$ cat src/event_status_params.svh
// Register offsets, field positions, reset values and mode codes of the status block.
// Assumes inclusion by bare name from every file that decodes registers.
`ifndef EVENT_STATUS_PARAMS_SVH
`define EVENT_STATUS_PARAMS_SVH

`define TRIGGER_SELECT_OFFSET   8'h0A
`define SYSTEM_MODE_OFFSET      8'h0B
`define INTERRUPT_SOURCE_OFFSET 8'h0C

`define TRANSIENT_TRIGGER_BIT   5
`define ORIENTATION_TRIGGER_BIT 4
`define TAP_TRIGGER_BIT         3
`define FALL_MOTION_TRIGGER_BIT 2
`define TRIGGER_SELECT_RESET    4'h0

`define GATE_ERROR_BIT          7
`define GATE_AGE_MSB            6
`define GATE_AGE_LSB            2
`define GATE_AGE_RESET          5'h00
`define GATE_AGE_MAX            5'h1F
`define MODE_MSB                1
`define MODE_LSB                0
`define MODE_CODE_STANDBY       2'h0
`define MODE_CODE_WAKE          2'h1
`define MODE_CODE_SLEEP         2'h2

`define AUTOSLEEP_EVENT_BIT     7
`define FIFO_EVENT_BIT          6
`define TRANSIENT_EVENT_BIT     5
`define ORIENTATION_EVENT_BIT   4
`define TAP_EVENT_BIT           3
`define FALL_MOTION_EVENT_BIT   2
`define UNUSED_SOURCE_BIT       1
`define SAMPLE_READY_EVENT_BIT  0

`define IDLE_COUNT_MAX          9'h1FF
`define READ_ZERO               8'h00

`endif

$ cat src/event_status_pkg.sv
// Types shared by the status block and its sticky flag cell.
// Assumes nothing beyond a SystemVerilog compiler.
package event_status_pkg;

	typedef enum logic [1:0] {
		mode_standby,
		mode_wake,
		mode_sleep
	} mode_t;

	typedef struct packed {
		logic prev_level;
		logic flag;
	} flag_state_t;

	typedef struct packed {
		logic [3:0] trigger_en;
		mode_t      mode;
		logic       gate_error;
		logic [4:0] gate_age;
		logic       autosleep_event;
		logic       fifo_event;
		logic       fifo_cond_prev;
		logic [8:0] idle_count;
		logic [7:0] rdata;
		logic       buffer_trigger;
	} core_state_t;

	typedef struct packed {
		logic transient;
		logic orientation;
		logic tap;
		logic fall_motion;
		logic sample_ready;
	} function_bits_t;

endpackage

$ cat src/event_status_and_trigger_select.sv
// Event status, buffer trigger select and system mode report of the sensor.
// Assumes a register port fed by the serial host engine, with one-cycle read and
// write strobes, and detection functions and buffer on the same clock.
`include "event_status_params.svh"

// Operation
// [RULE1] Trigger select holds four function enables
// [RULE2] Indication sets on rising event, held till read
// [RULE3] Trigger enables reset to zero
// [RULE4] Trigger select is written and read back
// [RULE5] Mode field reports standby, wake or sleep
// [RULE6] Mode register ignores host writes
// [RULE7] Gate error sets on detect, clears on empty
// [RULE8] Gate age counts samples, zero when cleared
// [RULE9] Source bits set on rise, cleared by read
// [RULE10] Interrupt source bit layout, read-only
// [RULE11] Sample ready clears on output data read
// [RULE12] Autosleep event on mode change, cleared reading mode
// [RULE13] Sleep after idle timeout, wake on event
// [RULE14] Buffer event on overflow or watermark match
// [RULE15] Transient event on rising active flag
// [RULE16] Persisting buffer condition re-sets on next sample
// [RULE17] Tap event on rising active flag
// [RULE18] Fall motion event on rising active flag
// [RULE19] Orientation event on new-orientation rise
// [RULE20] Unused bits read zero, writes ignored
// [RULE21] New set beats a coinciding clear
module event_status_and_trigger_select (
	input  wire logic       clk,
	input  wire logic       rst,
	input  wire logic [7:0] reg_addr,
	input  wire logic       reg_write,
	input  wire logic       reg_read,
	input  wire logic [7:0] reg_wdata,
	output logic      [7:0] reg_rdata,
	input  wire logic       transient_active,
	input  wire logic       orientation_new,
	input  wire logic       tap_active,
	input  wire logic       fall_motion_active,
	input  wire logic       sample_data_ready,
	input  wire event_status_pkg::function_bits_t int_enable,
	input  wire logic       fifo_int_enable,
	input  wire logic       transient_source_read,
	input  wire logic       orientation_status_read,
	input  wire logic       tap_source_read,
	input  wire logic       fall_motion_source_read,
	input  wire logic       output_data_read,
	input  wire logic       fifo_status_read,
	input  wire logic       fifo_overflow,
	input  wire logic [5:0] fifo_count,
	input  wire logic [5:0] fifo_watermark,
	input  wire logic       fifo_push,
	input  wire logic       fifo_empty,
	input  wire logic       gate_error_detect,
	input  wire logic       sample_tick,
	input  wire logic       device_active,
	input  wire logic       autosleep_enable,
	input  wire logic [7:0] sleep_timeout_count,
	input  wire logic       wake_event,
	output logic      [3:0] trigger_enable,
	output logic            buffer_trigger,
	output logic      [1:0] system_mode
);

	event_status_pkg::core_state_t    state;
	event_status_pkg::core_state_t    next_state;
	event_status_pkg::function_bits_t flags;
	event_status_pkg::function_bits_t set_now;
	event_status_pkg::function_bits_t levels;
	event_status_pkg::function_bits_t clears;

	logic [7:0] source_value;
	logic [7:0] mode_value;
	logic [7:0] trigger_value;
	logic [1:0] mode_code;
	logic       fifo_cond;
	logic       fifo_set;
	logic       any_set;
	logic       read_mode_reg;

	// Every function flag shares one cell; only level, enable and clear differ
	assign levels.transient    = transient_active; // [RULE15]
	assign levels.orientation  = orientation_new; // [RULE19]
	assign levels.tap          = tap_active; // [RULE17]
	assign levels.fall_motion  = fall_motion_active; // [RULE18]
	assign levels.sample_ready = sample_data_ready;

	assign clears.transient    = transient_source_read; // [RULE15]
	assign clears.orientation  = orientation_status_read; // [RULE19]
	assign clears.tap          = tap_source_read; // [RULE17]
	assign clears.fall_motion  = fall_motion_source_read; // [RULE18]
	assign clears.sample_ready = output_data_read; // [RULE11]

	edge_sticky_flag u_transient (
		.clk     (clk),
		.rst     (rst),
		.level   (levels.transient),
		.enable  (int_enable.transient),
		.clear   (clears.transient),
		.flag    (flags.transient),
		.set_now (set_now.transient)
	);

	edge_sticky_flag u_orientation (
		.clk     (clk),
		.rst     (rst),
		.level   (levels.orientation),
		.enable  (int_enable.orientation),
		.clear   (clears.orientation),
		.flag    (flags.orientation),
		.set_now (set_now.orientation)
	);

	edge_sticky_flag u_tap (
		.clk     (clk),
		.rst     (rst),
		.level   (levels.tap),
		.enable  (int_enable.tap),
		.clear   (clears.tap),
		.flag    (flags.tap),
		.set_now (set_now.tap)
	);

	edge_sticky_flag u_fall_motion (
		.clk     (clk),
		.rst     (rst),
		.level   (levels.fall_motion),
		.enable  (int_enable.fall_motion),
		.clear   (clears.fall_motion),
		.flag    (flags.fall_motion),
		.set_now (set_now.fall_motion)
	);

	// Status register read at 0x00 is not wired here, so it cannot clear this flag
	edge_sticky_flag u_sample_ready (
		.clk     (clk),
		.rst     (rst),
		.level   (levels.sample_ready),
		.enable  (int_enable.sample_ready),
		.clear   (clears.sample_ready),
		.flag    (flags.sample_ready),
		.set_now (set_now.sample_ready)
	);

	// Buffer condition: overflow, or count exactly at the watermark
	assign fifo_cond = fifo_overflow | (fifo_count == fifo_watermark); // [RULE14]
	// Re-arm on a new sample keeps a persisting condition visible after a clear
	assign fifo_set = fifo_int_enable & ((fifo_cond & ~state.fifo_cond_prev) | (fifo_cond & fifo_push)); // [RULE16]

	// Any new interrupt restarts the idle count toward sleep
	assign any_set = (|set_now) | fifo_set;

	assign read_mode_reg = reg_read & (reg_addr == `SYSTEM_MODE_OFFSET);

	always_comb begin
		mode_code = `MODE_CODE_STANDBY;
		case (state.mode)
			event_status_pkg::mode_standby: mode_code = `MODE_CODE_STANDBY; // [RULE5]
			event_status_pkg::mode_wake:    mode_code = `MODE_CODE_WAKE;
			event_status_pkg::mode_sleep:   mode_code = `MODE_CODE_SLEEP;
			default:                        mode_code = `MODE_CODE_STANDBY;
		endcase
	end

	always_comb begin
		source_value = `READ_ZERO;
		source_value[`AUTOSLEEP_EVENT_BIT]    = state.autosleep_event; // [RULE10]
		source_value[`FIFO_EVENT_BIT]         = state.fifo_event;
		source_value[`TRANSIENT_EVENT_BIT]    = flags.transient;
		source_value[`ORIENTATION_EVENT_BIT]  = flags.orientation;
		source_value[`TAP_EVENT_BIT]          = flags.tap;
		source_value[`FALL_MOTION_EVENT_BIT]  = flags.fall_motion;
		source_value[`UNUSED_SOURCE_BIT]      = 1'b0; // [RULE20]
		source_value[`SAMPLE_READY_EVENT_BIT] = flags.sample_ready;
	end

	always_comb begin
		mode_value = `READ_ZERO;
		mode_value[`GATE_ERROR_BIT]               = state.gate_error;
		mode_value[`GATE_AGE_MSB:`GATE_AGE_LSB]   = state.gate_age;
		mode_value[`MODE_MSB:`MODE_LSB]           = mode_code;
	end

	always_comb begin
		trigger_value = `READ_ZERO; // [RULE20]
		trigger_value[`TRANSIENT_TRIGGER_BIT:`FALL_MOTION_TRIGGER_BIT] = state.trigger_en; // [RULE4]
	end

	always_comb begin
		next_state = state;
		next_state.fifo_cond_prev = fifo_cond;

		// Only bits 5:2 are stored; the rest of a write is dropped
		if (reg_write && reg_addr == `TRIGGER_SELECT_OFFSET) begin // [RULE4]
			next_state.trigger_en = reg_wdata[`TRANSIENT_TRIGGER_BIT:`FALL_MOTION_TRIGGER_BIT]; // [RULE1]
		end
		// Writes to mode and source offsets fall through with no effect

		// Registered read data; unmapped offsets answer zero
		if (reg_read) begin
			if (reg_addr == `TRIGGER_SELECT_OFFSET) begin
				next_state.rdata = trigger_value; // [RULE4]
			end else if (reg_addr == `SYSTEM_MODE_OFFSET) begin
				next_state.rdata = mode_value; // [RULE6]
			end else if (reg_addr == `INTERRUPT_SOURCE_OFFSET) begin
				next_state.rdata = source_value; // [RULE10]
			end else begin
				next_state.rdata = `READ_ZERO;
			end
		end

		// Enabled functions pulse the buffer trigger on their rising event
		next_state.buffer_trigger = |(state.trigger_en &
			{set_now.transient, set_now.orientation, set_now.tap, set_now.fall_motion}); // [RULE1]

		if (fifo_set) begin // [RULE21]
			next_state.fifo_event = 1'b1; // [RULE14]
		end else if (fifo_status_read) begin
			next_state.fifo_event = 1'b0; // [RULE14]
		end

		// Gate error: detection wins over an emptying buffer in the same cycle
		if (gate_error_detect && !state.gate_error) begin // [RULE7]
			next_state.gate_error = 1'b1;
			next_state.gate_age   = `GATE_AGE_RESET;
		end else if (state.gate_error && fifo_empty && !gate_error_detect) begin // [RULE7]
			next_state.gate_error = 1'b0;
			next_state.gate_age   = `GATE_AGE_RESET; // [RULE8]
		end else if (state.gate_error && sample_tick && state.gate_age != `GATE_AGE_MAX) begin
			// Saturates rather than wrapping, so an old error never looks fresh
			next_state.gate_age = state.gate_age + 5'h01; // [RULE8]
		end

		// Idle counter in sample periods; saturates so a long quiet spell stays long
		if (any_set || wake_event) begin
			next_state.idle_count = 9'h000;
		end else if (sample_tick && state.idle_count != `IDLE_COUNT_MAX) begin
			next_state.idle_count = state.idle_count + 9'h001;
		end

		case (state.mode)
			event_status_pkg::mode_standby: begin
				next_state.idle_count = 9'h000;
				if (device_active) begin
					next_state.mode = event_status_pkg::mode_wake;
				end
			end
			event_status_pkg::mode_wake: begin
				if (!device_active) begin
					next_state.mode = event_status_pkg::mode_standby;
				end else if (autosleep_enable && !any_set && !wake_event &&
					state.idle_count > {1'b0, sleep_timeout_count}) begin // [RULE13]
					next_state.mode            = event_status_pkg::mode_sleep;
					next_state.idle_count      = 9'h000;
					next_state.autosleep_event = 1'b1; // [RULE12]
				end
			end
			event_status_pkg::mode_sleep: begin
				if (!device_active) begin
					next_state.mode = event_status_pkg::mode_standby;
				end else if (wake_event || !autosleep_enable) begin // [RULE13]
					next_state.mode            = event_status_pkg::mode_wake;
					next_state.idle_count      = 9'h000;
					next_state.autosleep_event = wake_event; // [RULE12]
				end
			end
			default: begin
				next_state.mode = event_status_pkg::mode_standby;
			end
		endcase

		// Clear when this cycle brings no new mode change, or from standby even if the mode changes
		if (read_mode_reg && next_state.mode == state.mode) begin // [RULE21]
			next_state.autosleep_event = 1'b0; // [RULE12]
		end else if (read_mode_reg && state.mode == event_status_pkg::mode_standby) begin
			next_state.autosleep_event = 1'b0;
		end
	end

	always_ff @(posedge clk) begin
		if (rst) begin
			state            <= '0;
			state.trigger_en <= `TRIGGER_SELECT_RESET; // [RULE3]
			state.mode       <= event_status_pkg::mode_standby; // [RULE5]
			state.gate_age   <= `GATE_AGE_RESET;
		end else begin
			state <= next_state;
		end
	end

	assign reg_rdata      = state.rdata;
	assign trigger_enable = state.trigger_en;
	assign buffer_trigger = state.buffer_trigger;
	assign system_mode    = mode_code;

endmodule

$ cat src/edge_sticky_flag.sv
// Sticky flag cell: sets on a rising enabled level, clears on a read pulse.
// Assumes level, enable and clear come from logic on the same clock.
module edge_sticky_flag (
	input  wire logic clk,
	input  wire logic rst,
	input  wire logic level,
	input  wire logic enable,
	input  wire logic clear,
	output logic      flag,
	output logic      set_now
);

	event_status_pkg::flag_state_t state;
	event_status_pkg::flag_state_t next_state;

	always_comb begin
		next_state = state;
		next_state.prev_level = level;
		set_now = level & ~state.prev_level & enable; // [RULE2]
		if (set_now) begin // [RULE21]
			next_state.flag = 1'b1;
		end else if (clear) begin // [RULE9]
			next_state.flag = 1'b0;
		end
	end

	always_ff @(posedge clk) begin
		if (rst) begin
			state <= '0;
		end else begin
			state <= next_state;
		end
	end

	assign flag = state.flag;

endmodule

$ cat config.mk
export PLATFORM = sky130hd
export DESIGN_NAME = event_status_and_trigger_select
export DESIGN_NICKNAME = d
export VERILOG_FILES = /design/src/event_status_pkg.sv /design/src/event_status_and_trigger_select.sv /design/src/edge_sticky_flag.sv
export VERILOG_INCLUDE_DIRS = /design/src
export SDC_FILE = /design/constraint.sdc
export NUM_CORES = 1
export LEC_CHECK = 0
export ABC_CLOCK_PERIOD_IN_PS = 3400
export BUFFER_PORTS_ARGS = -buffer_cell sky130_fd_sc_hd__clkbuf_2
export CAP_MARGIN = 40
export CORE_ASPECT_RATIO = 1.1
export CORE_MARGIN = 10
export CORE_UTILIZATION = 54
export DETAILED_ROUTE_END_ITERATION = 16
export GPL_TIMING_DRIVEN = 0
export HOLD_SLACK_MARGIN = 0.06
export PLACE_DENSITY = 0.93
export SYNTH_ARGS = -nofsm -noshare
export SYNTH_HDL_FRONTEND = slang
export SYNTH_SLANG_ARGS = --single-unit
$ cat constraint.sdc
create_clock -name clk -period 3.4 [get_ports clk]
set_input_delay 0.68 -clock clk [delete_from_list [all_inputs] [get_ports clk]]
set_output_delay 0.68 -clock clk [all_outputs]
set_load 0.03 [all_outputs]
== Yosys cells after proc, flatten, opt, wreduce, memory -nomap -nowiden ==
Index checks and enable logic that the tools add are counted.
Storage, ports and cells
  flip-flop bits (word level): 43
  bits in latches: 0
  RAM bits: 0
  ROM bits: 0
  input bits: 65
  output and inout bits: 15
  word-level logic and storage cells: 131
  memories kept: 0
Cells by class
  $add $sub $neg: 2
  multipliers: 0
  divide/modulo/power cells: 0
  $lt $le $gt $ge: 1
  equality and inequality tests: 13
  shift operators: 0
  multiplexer cells: 38
  bitwise gates (word level): 24
  reduce and logical (&&, ||, !) cells: 33
Operators with widths (count)
  $mux 9: 6
  $pmux 9 s3: 1
  $eq 8x4->1 const B: 3
  $mux 8: 3
  $mux 1: 17
  $reduce_bool 2->1: 8
  $and 1x1->1: 14
  $logic_and 1x1->1: 12
  $mux 2: 5
  $mux 5: 2
  $add 9x1->9 const B: 1
  $gt 9x8->1: 1
  $ne 9x9->1 const B: 1
  $ne 2x2->1 const B: 4
  $eq 6x6->1: 1
  $mux 6: 1
  $not 1->1: 6
  $pmux 2 s3: 1
  $reduce_or 3->1: 2
  $add 5x1->5 const B: 1
  $logic_not 1->1: 5
  $ne 5x5->1 const B: 1
  $reduce_and 5->1: 1
  $reduce_or 5->1: 1
  10 further kinds: 13

== Logic depth before layout (Yosys ltp) ==
Gate-level depths: netlist (run 1).
  word-level depth: 16
  gate-level depth with buffers: 10
  mapped depth without buffers: 9

== Modules after synthesis ==
Synthesis (run 1) repeated with hierarchy kept, for this count alone.
Second synthesis, totals
  cells, all modules: 275
  area, all modules: 2397.3 µm²
By module, submodules not included
  event_status_and_trigger_select: times used 1, cells an instance 240, area each 1971.9 µm², sequential area each 660.6 µm²
  edge_sticky_flag: times used 5, cells an instance 7, area each 85.1 µm², sequential area each 40.0 µm²

== Least setup slack after synthesis (run 1) ==
Ideal clock, no wire load.
  path type: in2reg
  from: input sleep_timeout_count[7]
  to: register state[10] (netlist bit)
  setup time: 0.066 ns
  arrival: 2.148 ns
  required time: 3.334 ns
  setup slack: 1.186 ns
  stages: 8
  buffers on the path: 0
  cells stage by stage: inv_1 -> ha_1 -> a211oi_2 -> nand2_1 -> a2111oi_2 -> nand3b_1 -> o2111ai_4 -> nor2_1
On the way
  cells in the longest elaborated chain, start to end: 5
RTL lines
  from (decl): RTL line event_status_and_trigger_select.sv:58  | input wire logic [7:0] sleep_timeout_count,
  $gt 9x8->1: RTL line event_status_and_trigger_select.sv:252  | state.idle_count > {1'b0, sleep_timeout_count}) begin
  $logic_and 1x1->1: RTL line event_status_and_trigger_select.sv:251  | end else if (autosleep_enable && !any_set && !wake_event &&
  $mux 9: RTL line event_status_and_trigger_select.sv:251
  $mux 9: RTL line event_status_and_trigger_select.sv:249  | if (!device_active) begin
  $pmux 9 s3: RTL line event_status_and_trigger_select.sv:241  | case (state.mode)
  to (signal assigned): RTL line event_status_and_trigger_select.sv:287  | state <= next_state;
  to (decl): RTL line event_status_and_trigger_select.sv:65  | event_status_pkg::core_state_t state;
No other way between the ends.
A chain may end at the register's enable or synchronous reset.

== Worst setup path in the final report (run 1) ==
  from: input sleep_timeout_count[7]
  to: register state (netlist bit source_value[7])
On the way
  cells in the longest elaborated chain, start to end: 8
  elaborated cells on any way between the ends: 10
  classes of those cells: 1 x order compare; 2 x eq/ne; 3 x mux; 4 x reduce/logical
RTL lines
  $gt 9x8->1 (*): RTL line event_status_and_trigger_select.sv:252
  $logic_and 1x1->1 (*): RTL line event_status_and_trigger_select.sv:251
  $mux 2: RTL line event_status_and_trigger_select.sv:251
  $mux 2: RTL line event_status_and_trigger_select.sv:249
  $pmux 2 s3: RTL line event_status_and_trigger_select.sv:241
  $eq 2x2->1: RTL line event_status_and_trigger_select.sv:273  | if (read_mode_reg && next_state.mode == state.mode) begin
  $logic_and 1x1->1: RTL line event_status_and_trigger_select.sv:273
  $reduce_or 3->1 (no source line)
Mark *: on every way between the ends. The rest lies on a longest branch, timed or not.

==> load_flow_metrics.sql, run 1 <==
INSERT INTO impl_metrics (metric_group, metric, value, unit) VALUES
('worst_setup_path', 'worst-endpoint-arrival', '2.46', 'ns'),
('sta', 'period_needed', '2.24', 'ns'),
('synthesis', 'synth.avg_cell_area', '8.62', 'µm²'),
('placement', 'placed_cells', '400', ''),
('cts', 'root_buffer_cell', 'sky130_fd_sc_hd__clkbuf_8', ''),
('route', 'number_of_detailed_routing_iterations_run_before_antenna_repair', '4', ''),
('grt', 'global_route.overflow_total', '0', ''),
('sta', 'timing_limited_maximum_frequency', '0.446', 'GHz'),
('placement', 'placed_cell_area', '0.00278', 'mm²'),
('sta', 'rsz0062_at_grt', 'no', ''),
('synthesis', 'mappedNetlistNets', '348', ''),
('cells_and_area', 'final_nets', '430', ''),
('cells_and_area', 'layout-drive-gt1-share', '0.288', ''),
('worst_hold_path', 'worstHoldStart', 'reg_rdata[3]$_SDFFE_PP0P_', ''),
('worst_hold_path', 'hold-path-cell-count', '2', ''),
('synthesis', 'synth-warning-count', '0', ''),
('sta', 'timing_worst_slew_pin_value', '0.650', 'ns'),
('placement', 'gpl.final_weighted_congestion', '0.860', ''),
('worst_hold_path', 'hold-path-endpoint', 'reg_rdata[3]$_SDFFE_PP0P_', ''),
('cells_and_area', 'layout.cells.most_common', 'sky130_fd_sc_hd__clkbuf_2', ''),
('cells_and_area', 'post_layout_nonfiller_instances', '408', ''),
('cts', 'tritoncts', 'built', ''),
('sta', 'final-max-slew-violation-count', '0', ''),
('floorplan', 'top_level_ports', '80', ''),
('power', 'cellPowerDensity', '360', 'mW/mm²'),
('sta', 'timing.final.hold_violations', '0', ''),
('placement', 'port_buffers', '75', ''),
('cts', 'cts_htree_levels', '2', ''),
('route', 'wirelength', '5980', 'µm'),
('worst_setup_path', 'critPathMaxFanout', '4', ''),
('synthesis', 'dominant_combinational_cell_family_by_area_after_synthesis', 'simple AND/OR/NAND/NOR gates', ''),
('synthesis', 'synth-compound-area-share', '0.162', ''),
('cells_and_area', 'fin_area', '0.00290', 'mm²'),
('synthesis', 'post_synth_xor_area_fraction', '0.0600', ''),
('worst_setup_path', 'setup.worst_path.start', 'sleep_timeout_count[7]', ''),
('floorplan', 'floorplan.initialDensity', '0.549', ''),
('worst_setup_path', 'worst-r2r-cell-count', '7', ''),
('synthesis', 'synth.mux.area_fraction', '0.0257', ''),
('cts', 'post_cts_resized', '0', ''),
('route', 'drc_errors', '0', ''),
('cells_and_area', 'mostFrequentLayoutCells', 'sky130_fd_sc_hd__clkbuf_2, sky130_fd_sc_hd__dfxtp_1, sky130_fd_sc_hd__nor2_1', ''),
('synthesis', 'synth.cell_area', '0.00234', 'mm²'),
('run_status', 'outcome', 'finished, final reports clean', ''),
('route', 'routedWlPerCell', '14.7', 'µm'),
('synthesis', 'asyncSetResetFlopFracSynth', '0', ''),
('worst_setup_path', 'endpoint_kind', 'flip-flop', ''),
('grt', 'grt_start_max_net_pins', '14', ''),
('sta', 'finalSetupViolCount', '0', ''),
('floorplan', 'rows', '25', ''),
('cts', 'hold_buffers', '0', ''),
('worst_setup_path', 'ff2ff_setup_slack', '1.30', 'ns'),
('route', 'drtAntennaViolNets', '0', ''),
('synthesis', 'yosys_register_bits', '43', ''),
('route', 'post_drt_via_cell_ratio', '5.37', ''),
('floorplan', 'dieArea', '0.00736', 'mm²'),
('grt', 'antenna_found_initial', '0', ''),
('synthesis', 'synth_fa_ha_area_frac', '0.0643', ''),
('cells_and_area', 'diodes', '0', ''),
('route', 'via_count', '2189', ''),
('synthesis', 'synthSimpleGateAreaFrac', '0.232', ''),
('route', 'drtIter0Drc', '113', ''),
('grt', 'combined_global_route_utilization_of_all_metal_layers', '0.165', ''),
('power', 'vdd.ir_drop.worst', '0.314', 'mV'),
('cts', 'clock_tree.buffer_depth', '2', ''),
('worst_setup_path', 'critPathLaunchType', 'primary input', ''),
('worst_hold_path', 'timing.hold.worst.class', 'flip-flop to flip-flop', ''),
('cells_and_area', 'synthToLayoutAreaGrowth', '24.0', '%'),
('run', 'max_cap_viols', '0', ''),
('cts', 'cts_post_setup_buffers_inserted', '0', ''),
('floorplan', 'core_region_area', '0.00425', 'mm²'),
('floorplan', 'fp.dieW', '82.7', 'µm');
[synthesized netlist by cell type (all sizes together), types with 2 or more instances]
| library cell | instances | area share |
|---|---|---|
| a211oi | 2 | 0.0086 |
| a21oi | 18 | 0.039 |
| a222oi | 3 | 0.013 |
| a22o | 4 | 0.015 |
| a31oi | 2 | 0.0054 |
| a32oi | 2 | 0.0075 |
| and3 | 4 | 0.011 |
| and4 | 2 | 0.0075 |
| buf | 15 | 0.047 |
| clkbuf | 6 | 0.0096 |
| dfxtp | 43 | 0.37 |
| ha | 12 | 0.064 |
| inv | 19 | 0.031 |
| mux2i | 6 | 0.026 |
| nand2 | 17 | 0.027 |
| nand2b | 12 | 0.032 |
| nand3 | 3 | 0.0064 |
| nand3b | 7 | 0.022 |
| nand4 | 4 | 0.011 |
| nor2 | 34 | 0.055 |
| nor2b | 13 | 0.035 |
| nor3b | 2 | 0.0064 |
| nor4 | 2 | 0.0054 |
| o2111ai | 5 | 0.026 |
| o21a | 4 | 0.013 |
| o2bb2ai | 2 | 0.0075 |
| xnor2 | 4 | 0.015 |
| xor2 | 12 | 0.045 |
[report_power, final]
group / internal [µW] / leakage [µW] / switching (µW) / total [µW]
Clock: 238 / 0.0000612 / 172 / 409
Combinational: 55.0 / 0.000948 / 59.8 / 115
Sequential: 513 / 0.000350 / 6.20 / 519
[area by class of cell]
class | instances | area [µm²]
Tap cell | 54 | 67.6
Multi-Input combinational cell | 188 | 1270
Clock buffer | 6 | 82.6
Buffer | 21 | 131
Inverter | 19 | 71.3
Timing Repair Buffer | 75 | 375
Clock inverter | 2 | 35.0
Sequential cell | 43 | 861
Fill cell | 356 | 1360
[metal layers]
| layer | vias up | wire [µm] | global-route usage |
|---|---|---|---|
| met2 | 69 | 3070 | 0.308 |
| met4 | 0 | 131 | 0.0624 |
| met1 | 1010 | 2260 | 0.162 |
| li1 | 1096 | - | - |
| met5 | - | 0 | 0 |
| met3 | 14 | 519 | 0.0563 |
[critical path, cell delays in order]
cell                       delay [ns]
sky130_fd_sc_hd__clkbuf_2        0.07
sky130_fd_sc_hd__inv_1           0.03
sky130_fd_sc_hd__ha_1            0.32
sky130_fd_sc_hd__and4b_2         0.27
sky130_fd_sc_hd__nand3_1         0.09
sky130_fd_sc_hd__o21a_1          0.17
sky130_fd_sc_hd__nor3b_1         0.45
sky130_fd_sc_hd__a41oi_1         0.20
sky130_fd_sc_hd__a31oi_1         0.17
[metrics by stage]
stage | util | worst slack [ns] | hold WS [ns]
6_report | 0.681 | 1.16 | 0.470
3_5_place_dp | 0.653 | 0.876 | 0.457
4_1_cts | 0.681 | 1.17 | 0.470
5_1_grt | 0.681 | 1.00 | 0.491
3_3_place_gp | 0.653 | 0.962 | 0.455
2_1_floorplan | - | 1.19 | 0.441
[state kept, by name, indices dropped and copies added (netlist names), 2 cells and up]
| signal | count |
|---|---|
| mode_value | 6 |
| reg_rdata | 8 |
| source_value | 2 |
| state | 12 |
| trigger_enable | 4 |
[cells by family after synthesis]
kind of cell               Yosys count
adders and majority gates           12
and+or+nand+nor                    104
buffers and inverters               40
AOI/OAI and AO/OA                   50
muxes                                6
xor gates and xnor gates            16
DFF                                 43
[worst max path at each step]
stage	endpoint	cells after the start
finish	source_value[7]$_SDFFE_PP0P_	9
global route	source_value[7]$_SDFFE_PP0P_	9
CTS	system_mode[1]	4
detailed placement	state[27]$_SDFF_PP0_	9
global placement	state[10]$_SDFF_PP0_	9
floorplan	state[10]$_SDFF_PP0_	8
Note: power is estimated with default switching activity, not from simulation.
==> inputs of run 2 (changes only) <==
--- a/config.mk
+++ b/config.mk
@@ -6,16 +6,17 @@
 export SDC_FILE = /design/constraint.sdc
 export NUM_CORES = 1
 export LEC_CHECK = 0
-export ABC_CLOCK_PERIOD_IN_PS = 3400
+export ABC_AREA = 1
+export ABC_CLOCK_PERIOD_IN_PS = 1900
 export BUFFER_PORTS_ARGS = -buffer_cell sky130_fd_sc_hd__clkbuf_2
 export CAP_MARGIN = 40
 export CORE_ASPECT_RATIO = 1.1
 export CORE_MARGIN = 10
-export CORE_UTILIZATION = 54
+export CORE_UTILIZATION = 46
 export DETAILED_ROUTE_END_ITERATION = 16
 export GPL_TIMING_DRIVEN = 0
 export HOLD_SLACK_MARGIN = 0.06
-export PLACE_DENSITY = 0.93
+export PLACE_DENSITY = 0.84
 export SYNTH_ARGS = -nofsm -noshare
 export SYNTH_HDL_FRONTEND = slang
 export SYNTH_SLANG_ARGS = --single-unit
==> constraint.sdc (replaced) <==
create_clock -name clk -period 1.9 [get_ports clk]
set_input_delay 0.38 -clock clk [delete_from_list [all_inputs] [get_ports clk]]
set_output_delay 0.38 -clock clk [all_outputs]
set_load 0.03 [all_outputs]
==> load_flow_metrics.sql, run 2 <==
INSERT INTO impl_metrics (metric_group, metric, value, unit) VALUES
('synthesis', 'mappedNetlistNets', '447', ''),
('floorplan', 'die_h', '97.1', 'µm'),
('route', 'via_count', '2561', ''),
('sta', 'period_needed', '1.98', 'ns'),
('cells_and_area', 'mostFrequentLayoutCells', 'sky130_fd_sc_hd__nand2_1, sky130_fd_sc_hd__clkbuf_2, sky130_fd_sc_hd__inv_1', ''),
('cells_and_area', 'synthToLayoutAreaGrowth', '30.0', '%'),
('sta', 'timing_limited_maximum_frequency', '0.505', 'GHz'),
('worst_hold_path', 'worstHoldStart', 'sample_data_ready', ''),
('grt', 'grt_pass1_wl', '10900', 'µm'),
('worst_setup_path', 'cp_top_family', 'simple AND/OR/NAND/NOR gates', ''),
('worst_setup_path', 'worstPathRequired', '2.08', 'ns'),
('cts', 'clkSlewWorstSetupHoldPaths', '0.08', 'ns'),
('power', 'leakage_dissipation', '0.00161', 'µW'),
('route', 'number_of_detailed_routing_iterations_run_before_antenna_repair', '5', ''),
('cts', 'clock_tree.buffer_depth', '2', ''),
('worst_hold_path', 'hold-path-endpoint', 'u_sample_ready.state[1]$_SDFF_PP0_', ''),
('route', 'wirelength', '6530', 'µm'),
('floorplan', 'floorplan.initialDensity', '0.466', ''),
('worst_setup_path', 'worst-r2r-cell-count', '12', ''),
('cells_and_area', 'layout-drive-gt1-share', '0.295', ''),
('synthesis', 'synthDominantAreaCellType', 'sky130_fd_sc_hd__dfxtp_1', ''),
('route', 'post_drt_via_cell_ratio', '4.80', ''),
('cts', 'tritoncts', 'built', ''),
('sta', 'timing_worst_slew_pin_value', '0.751', 'ns'),
('worst_setup_path', 'critical_path.reg2reg.endpoint', 'state[12]$_SDFF_PP0_', ''),
('cts', 'clk-insertion-delay-late', '0.29', 'ns'),
('worst_setup_path', 'critical_path.reg2reg.startpoint', 'state[11]$_SDFF_PP0_', ''),
('worst_setup_path', 'cp_cell_sequence', 'ha_4, nand2_2, nor2_2, nand2_1, a21oi_2, nor2_2, nor2_2, nand3_4, nor2_4, nor2_4, o21ai_4, nor2_1', ''),
('run_status', 'outcome', 'complete, but fails checks', ''),
('floorplan', 'rows', '28', ''),
('worst_setup_path', 'worst-path-buf-inv', '0', ''),
('synthesis', 'synth-warning-count', '0', ''),
('cts', 'cts_buffers', '5', ''),
('run_status', 'violations_in_the_final_reports', 'negative setup slack', ''),
('placement', 'place_ws', '-0.155', 'ns'),
('sta', 'final-max-slew-violation-count', '0', ''),
('grt', 'grt_pass1_vias', '2572', ''),
('worst_hold_path', 'timing.hold.worst.class', 'primary input to flip-flop', ''),
('worst_hold_path', 'hold-path-cell-count', '3', ''),
('placement', 'hpwl', '5020', 'µm'),
('synthesis', 'synth.cell_area', '0.00248', 'mm²'),
('worst_setup_path', 'worst-endpoint-arrival', '2.16', 'ns'),
('cts', 'hold_buffers', '0', ''),
('route', 'drc_errors', '0', ''),
('sta', 'finalSetupViolCount', '9', ''),
('placement', 'gpl.final_weighted_congestion', '0.882', ''),
('sta', 'timing.final.hold_violations', '0', ''),
('placement', 'port_buffers', '74', ''),
('sta', 'holdWs', '0.283', 'ns'),
('cells_and_area', 'layout.cells.most_common', 'sky130_fd_sc_hd__nand2_1', ''),
('cts', 'cts_htree_levels', '2', ''),
('synthesis', 'yosys_register_bits', '43', ''),
('worst_setup_path', 'timing.critical_path.mode_cell', 'sky130_fd_sc_hd__nor2_2', ''),
('synthesis', 'post-synth-top-area-fraction', '0.347', ''),
('worst_setup_path', 'critPathMaxFanout', '4', ''),
('floorplan', 'fp.dieW', '90.1', 'µm'),
('floorplan', 'top_level_ports', '80', ''),
('synthesis', 'synthTopCellsByArea', 'sky130_fd_sc_hd__dfxtp_1, sky130_fd_sc_hd__nand2_1, sky130_fd_sc_hd__inv_1', ''),
('synthesis', 'synth_most_common_cell', 'sky130_fd_sc_hd__nand2_1', ''),
('cells_and_area', 'diodes', '0', ''),
('power', 'cellPowerDensity', '620', 'mW/mm²'),
('floorplan', 'dieArea', '0.00874', 'mm²'),
('synthesis', 'synth_top_cells_by_count', 'sky130_fd_sc_hd__nand2_1, sky130_fd_sc_hd__inv_1, sky130_fd_sc_hd__nor2_1', ''),
('floorplan', 'core_region_area', '0.00533', 'mm²'),
('synthesis', 'synth_enable_flop_cells', '0', ''),
('synthesis', 'unique_masters_post_synth', '33', ''),
('synthesis', 'synth.avg_cell_area', '6.71', 'µm²'),
('cells_and_area', 'largest_reg_flops', '12', ''),
('run', 'max_cap_viols', '0', ''),
('sta', 'min_period_over_period', '1.04', ''),
('synthesis', 'asyncSetResetFlopFracSynth', '0', ''),
('sta', 'rsz0062_at_grt', 'yes', ''),
('cts', 'root_buffer_cell', 'sky130_fd_sc_hd__clkbuf_8', ''),
('worst_setup_path', 'ff2ff_setup_slack', '-0.08', 'ns'),
('sta', 'final_critical_path_setup_slack', '-0.0784', 'ns'),
('cells_and_area', 'top_register', 'state', ''),
('power', 'vdd.ir_drop.worst', '0.482', 'mV'),
('route', 'routedWlPerCell', '12.2', 'µm'),
('worst_setup_path', 'critPathLaunchType', 'flip-flop', ''),
('route', 'drtIter0Drc', '155', ''),
('sta', 'setup-tns-final', '-0.420', 'ns'),
('worst_setup_path', 'cpPeakStageDelay', '0.36', 'ns'),
('synthesis', 'ys.flop_type', 'sky130_fd_sc_hd__dfxtp_1', ''),
('cts', 'clock_sinks', '43', ''),
('synthesis', 'synth_seq_area_share', '0.347', ''),
('synthesis', 'syn-instance-count', '370', ''),
('sta', 'clock_skew', '0.00244', 'ns'),
('sta', 'max_transition_margin', '0.494', ''),
('route', 'drtAntennaViolNets', '0', ''),
('grt', 'global_route.overflow_total', '0', ''),
('worst_setup_path', 'timing.setup.critical_path_class', 'flip-flop to flip-flop', ''),
('grt', 'grt_start_max_net_pins', '14', ''),
('worst_setup_path', 'critical_path_depth', '12', ''),
('cells_and_area', 'final_nets', '534', ''),
('worst_setup_path', 'worst_path_max_delay_cell', 'sky130_fd_sc_hd__dfxtp_4', ''),
('grt', 'combined_global_route_utilization_of_all_metal_layers', '0.144', ''),
('grt', 'antenna_found_initial', '0', ''),
('worst_setup_path', 'endpoint_kind', 'flip-flop', '');
-- run 2: changes by cell type after synthesis, moves of 5 or more --
cell,before,now
sky130_fd_sc_hd__nor3_1,0,8
sky130_fd_sc_hd__nand3b_1,7,1
sky130_fd_sc_hd__xor2_1,12,5
sky130_fd_sc_hd__a21oi_1,18,27
sky130_fd_sc_hd__nand2_1,17,82
sky130_fd_sc_hd__inv_1,19,67
sky130_fd_sc_hd__nand2b_1,12,0
sky130_fd_sc_hd__nor2b_1,13,0
sky130_fd_sc_hd__nand3_1,3,10
sky130_fd_sc_hd__nor2_1,34,51
sky130_fd_sc_hd__mux2i_1,6,1
sky130_fd_sc_hd__o21ai_0,1,14
-- run 2: power by group --
part           total (µW)  internal, µW  switching (µW)
logic                 242           103             140
registers             926           916            10.2
clock network         832           525             307
-- run 2: metal layers --
| layer | part of all wire | wire, µm | global-route usage |
|---|---|---|---|
| met4 | 0.026 | 172 | 0.0502 |
| met3 | 0.066 | 429 | 0.0379 |
| met5 | 0 | 0 | 0 |
| met1 | 0.39 | 2570 | 0.158 |
| met2 | 0.51 | 3360 | 0.260 |
-- run 2: stage by stage --
step                      total power [µW]  std cells  instance area [µm²]   util
final                                 2000        533                 3230  0.606
after global routing                  2080        533                 3230  0.606
after CTS                             2000        528                 3100  0.582
after detailed placement              1180        519                 2950  0.554
after global placement                1170        519                 2950  0.554
after floorplan                       1080        370                 2480      -
-- run 2: worst max-delay path by stage --
stage	startpoint	to	slack (ns)
detailed placement	sleep_timeout_count[7]	state[13]$_SDFF_PP0_	-0.16
global route	state[10]$_SDFF_PP0_	state[16]$_SDFF_PP0_	-0.16
finish	state[11]$_SDFF_PP0_	state[12]$_SDFF_PP0_	-0.08
global placement	sleep_timeout_count[7]	state[15]$_SDFF_PP0_	-0.13
CTS	state[10]$_SDFF_PP0_	state[16]$_SDFF_PP0_	-0.02
floorplan	state[9]$_SDFF_PP0_	state[16]$_SDFF_PP0_	0.08
-- run 2: cell families after synthesis --
group	count (synthesis)	share of synthesized area
and+or+nand+nor	169	0.292
buffers and inverters	85	0.150
AOI/OAI and AO/OA	53	0.122
muxes	1	0.00403
xor gates and xnor gates	7	0.0247
adders and majority gates	12	0.0605
DFF	43	0.347
-- run 2: worst min-delay path: cells and delay by family --
kind	cells	cell delay, ns
buffers and inverters	2	0.13
and+or+nand+nor	1	0.03
-- run 2: area by class of cell --
class | count | area, µm²
plain buffers | 17 | 116
multi-input cells | 243 | 1350
clock buffers | 6 | 72.6
inverters | 68 | 255
clock inverters | 2 | 60.1
repair buffers | 79 | 408
well taps | 75 | 93.8
fillers | 478 | 2100
flip-flops and latches | 43 | 877
-- run 2: what timing repair did --
item,in CTS,in global routing
gates cloned,1,0
endpoints found under the setup margin,9,10
pin swaps,4,13
resized for setup,3,23
setup buffers,0,5
==> inputs of run 3 (changes only) <==
--- a/config.mk
+++ b/config.mk
@@ -12,11 +12,11 @@
 export CAP_MARGIN = 40
 export CORE_ASPECT_RATIO = 1.1
 export CORE_MARGIN = 10
-export CORE_UTILIZATION = 46
+export CORE_UTILIZATION = 48
+export CTS_BUF_LIST = sky130_fd_sc_hd__clkbuf_4 sky130_fd_sc_hd__clkbuf_8
 export DETAILED_ROUTE_END_ITERATION = 16
-export GPL_TIMING_DRIVEN = 0
 export HOLD_SLACK_MARGIN = 0.06
-export PLACE_DENSITY = 0.84
+export PLACE_DENSITY = 0.87
 export SYNTH_ARGS = -nofsm -noshare
 export SYNTH_HDL_FRONTEND = slang
 export SYNTH_SLANG_ARGS = --single-unit
==> load_flow_metrics.sql, run 3 (same netlist as run 2, synthesis figures left out) <==
INSERT INTO impl_metrics (metric_group, metric, value, unit) VALUES
('worst_setup_path', 'timing.critical_path.mode_cell', 'sky130_fd_sc_hd__nor2_4', ''),
('run_status', 'violations_in_the_final_reports', 'negative setup slack', ''),
('cells_and_area', 'synthToLayoutAreaGrowth', '26.1', '%'),
('route', 'drtAntennaViolNets', '0', ''),
('placement', 'placed_cells', '497', ''),
('cells_and_area', 'mostFrequentLayoutCells', 'sky130_fd_sc_hd__nand2_1, sky130_fd_sc_hd__clkbuf_2, sky130_fd_sc_hd__inv_1', ''),
('worst_setup_path', 'critPathLaunchType', 'flip-flop', ''),
('sta', 'timing_limited_maximum_frequency', '0.525', 'GHz'),
('sta', 'period_needed', '1.91', 'ns'),
('route', 'number_of_detailed_routing_iterations_run_before_antenna_repair', '4', ''),
('grt', 'antenna_found_initial', '0', ''),
('cts', 'cts_htree_levels', '2', ''),
('sta', 'clock_skew', '0.00705', 'ns'),
('placement', 'port_buffers', '75', ''),
('power', 'vdd.ir_drop.worst', '0.462', 'mV'),
('sta', 'rsz0062_at_grt', 'yes', ''),
('floorplan', 'fp.dieW', '88.6', 'µm'),
('cts', 'clk-insertion-delay-late', '0.30', 'ns'),
('cells_and_area', 'top_register', 'state', ''),
('cells_and_area', 'final_nets', '528', ''),
('worst_setup_path', 'endpoint_kind', 'flip-flop', ''),
('sta', 'finalSetupViolCount', '2', ''),
('floorplan', 'floorplan.initialDensity', '0.497', ''),
('worst_setup_path', 'worstPathRequired', '2.10', 'ns'),
('cts', 'clkSlewWorstSetupHoldPaths', '0.09', 'ns'),
('power', 'cellPowerDensity', '567', 'mW/mm²'),
('cells_and_area', 'post_layout_nonfiller_instances', '510', ''),
('route', 'wirelength', '6310', 'µm'),
('worst_setup_path', 'cp_top_family', 'simple AND/OR/NAND/NOR gates', ''),
('grt', 'global_route.overflow_total', '0', ''),
('worst_setup_path', 'worst-path-buf-inv', '1', ''),
('worst_setup_path', 'worst_path_max_delay_cell', 'sky130_fd_sc_hd__dfxtp_1', ''),
('worst_hold_path', 'timing.hold.worst.class', 'primary input to flip-flop', ''),
('route', 'drc_errors', '0', ''),
('cts', 'clock_sinks', '43', ''),
('cells_and_area', 'layout.cells.most_common', 'sky130_fd_sc_hd__nand2_1', ''),
('sta', 'timing_worst_slew_pin_value', '0.689', 'ns'),
('floorplan', 'core_region_area', '0.00500', 'mm²'),
('floorplan', 'die_h', '95.4', 'µm'),
('cts', 'tritoncts', 'built', ''),
('sta', 'min_period_over_period', '1.00', ''),
('grt', 'combined_global_route_utilization_of_all_metal_layers', '0.146', ''),
('route', 'drtIter0Drc', '158', ''),
('run', 'max_cap_viols', '0', ''),
('sta', 'timing.final.hold_violations', '0', ''),
('sta', 'final-max-slew-violation-count', '0', ''),
('floorplan', 'rows', '27', ''),
('cells_and_area', 'diodes', '0', ''),
('cells_and_area', 'finalCoreUtilization', '0.627', ''),
('grt', 'grt_start_max_net_pins', '20', ''),
('cts', 'root_buffer_cell', 'sky130_fd_sc_hd__clkbuf_8', ''),
('power', 'leakage_dissipation', '0.00155', 'µW'),
('floorplan', 'top_level_ports', '80', ''),
('run_status', 'outcome', 'complete, but fails checks', ''),
('cells_and_area', 'layout-drive-gt1-share', '0.296', ''),
('cells_and_area', 'largest_reg_flops', '12', ''),
('grt', 'grt_pass1_vias', '2435', ''),
('worst_setup_path', 'critPathMaxFanout', '5', ''),
('sta', 'max_transition_margin', '0.536', ''),
('floorplan', 'dieArea', '0.00845', 'mm²'),
('cts', 'clock_tree.buffer_depth', '2', ''),
('route', 'via_count', '2477', ''),
('route', 'routedWlPerCell', '12.4', 'µm'),
('cts', 'cts_buffers', '5', ''),
('grt', 'grt_pass1_wl', '10000', 'µm'),
('sta', 'final_critical_path_setup_slack', '-0.00548', 'ns'),
('worst_setup_path', 'cpPeakStageDelay', '0.35', 'ns'),
('placement', 'hpwl', '5000', 'µm'),
('route', 'post_drt_via_cell_ratio', '4.86', ''),
('worst_setup_path', 'worst-endpoint-arrival', '2.10', 'ns'),
('worst_setup_path', 'cp_cell_sequence', 'ha_4, nand2_2, nor2_4, inv_1, a21oi_2, nor2_2, nor2_2, nand3_2, nor2_4, nor2_4, o21ai_4, nor2_1', ''),
('worst_setup_path', 'timing.setup.critical_path_class', 'flip-flop to flip-flop', ''),
('placement', 'gpl.final_weighted_congestion', '0.880', '');
-- run 3: cell types whose count changed in the layout (fill, tap and decap cells not counted), sizes merged --
cell,delta
clkbuf,-2
bufinv,-2
inv,+1
clkinvlp,+2
buf,-5
-- run 3: metrics by stage --
| stage | hold slack (ns) | worst slack [ns] | TNS [ns] | cell area [µm²] | total power (µW) |
|---|---|---|---|---|---|
| 2_1_floorplan | 0.439 | 0.0786 | 0 | 2480 | 1080 |
| 3_3_place_gp | 0.449 | -0.0572 | -0.530 | 2900 | 1170 |
| 3_5_place_dp | 0.458 | -0.115 | -1.04 | 2900 | 1180 |
| 4_1_cts | 0.259 | 0.0140 | 0 | 3000 | 1770 |
| 5_1_grt | 0.261 | -0.198 | -1.43 | 3130 | 1860 |
| 6_report | 0.265 | -0.00548 | -0.00894 | 3130 | 1780 |
-- run 3: area by class of cell --
cell class | instances | area, µm²
clock buffer | 5 | 68.8
sequential | 43 | 867
fill | 411 | 1870
inverter | 68 | 255
clock inverter | 3 | 23.8
tap | 58 | 72.6
timing repair buffer | 90 | 492
multi-input combinational | 243 | 1350
-- run 3: final timing paths --
path                                           startpoint                   endpoint  slack (ns)  cells past startpoint
worst min-delay path                           tap_active  u_tap.state[1]$_SDFF_PP0_        0.26                      3
worst min register to register  reg_rdata[4]$_SDFFE_PP0P_  reg_rdata[4]$_SDFFE_PP0P_        0.47                      2
worst max-delay path                 state[16]$_SDFF_PP0_       state[12]$_SDFF_PP0_      -0.005                     12
worst max register to register       state[16]$_SDFF_PP0_       state[12]$_SDFF_PP0_      -0.005                     12
-- run 3: what timing repair did --
item                                    CTS  global route
pin swaps                                 1            10
endpoints found under the setup margin    1            11
setup buffers                             1             3
gates resized for setup                   1            25
hold buffers                              0             0
gates cloned                              0             1
-- run 3: per-layer routing --
metal  GRT usage  up-vias  routed length, µm
li1            -     1303                  -
met1       0.154     1092               2600
met2       0.263       73               3200
met3      0.0495        9                425
met4      0.0526        0                 85
met5           0        -                  0
-- run 3: report_power, final --
part / internal (µW) / total (µW) / switching (µW) / leakage, µW
clock network: 263 / 606 / 343 / 0.0000408
registers: 919 / 928 / 9.92 / 0.000352
logic: 104 / 241 / 137 / 0.00116
-- run 3: worst min-delay path: cells and delay by family --
| family | cells | cell delay [ns] |
|---|---|---|
| simple gates | 1 | 0.03 |
| buf+inv | 2 | 0.13 |
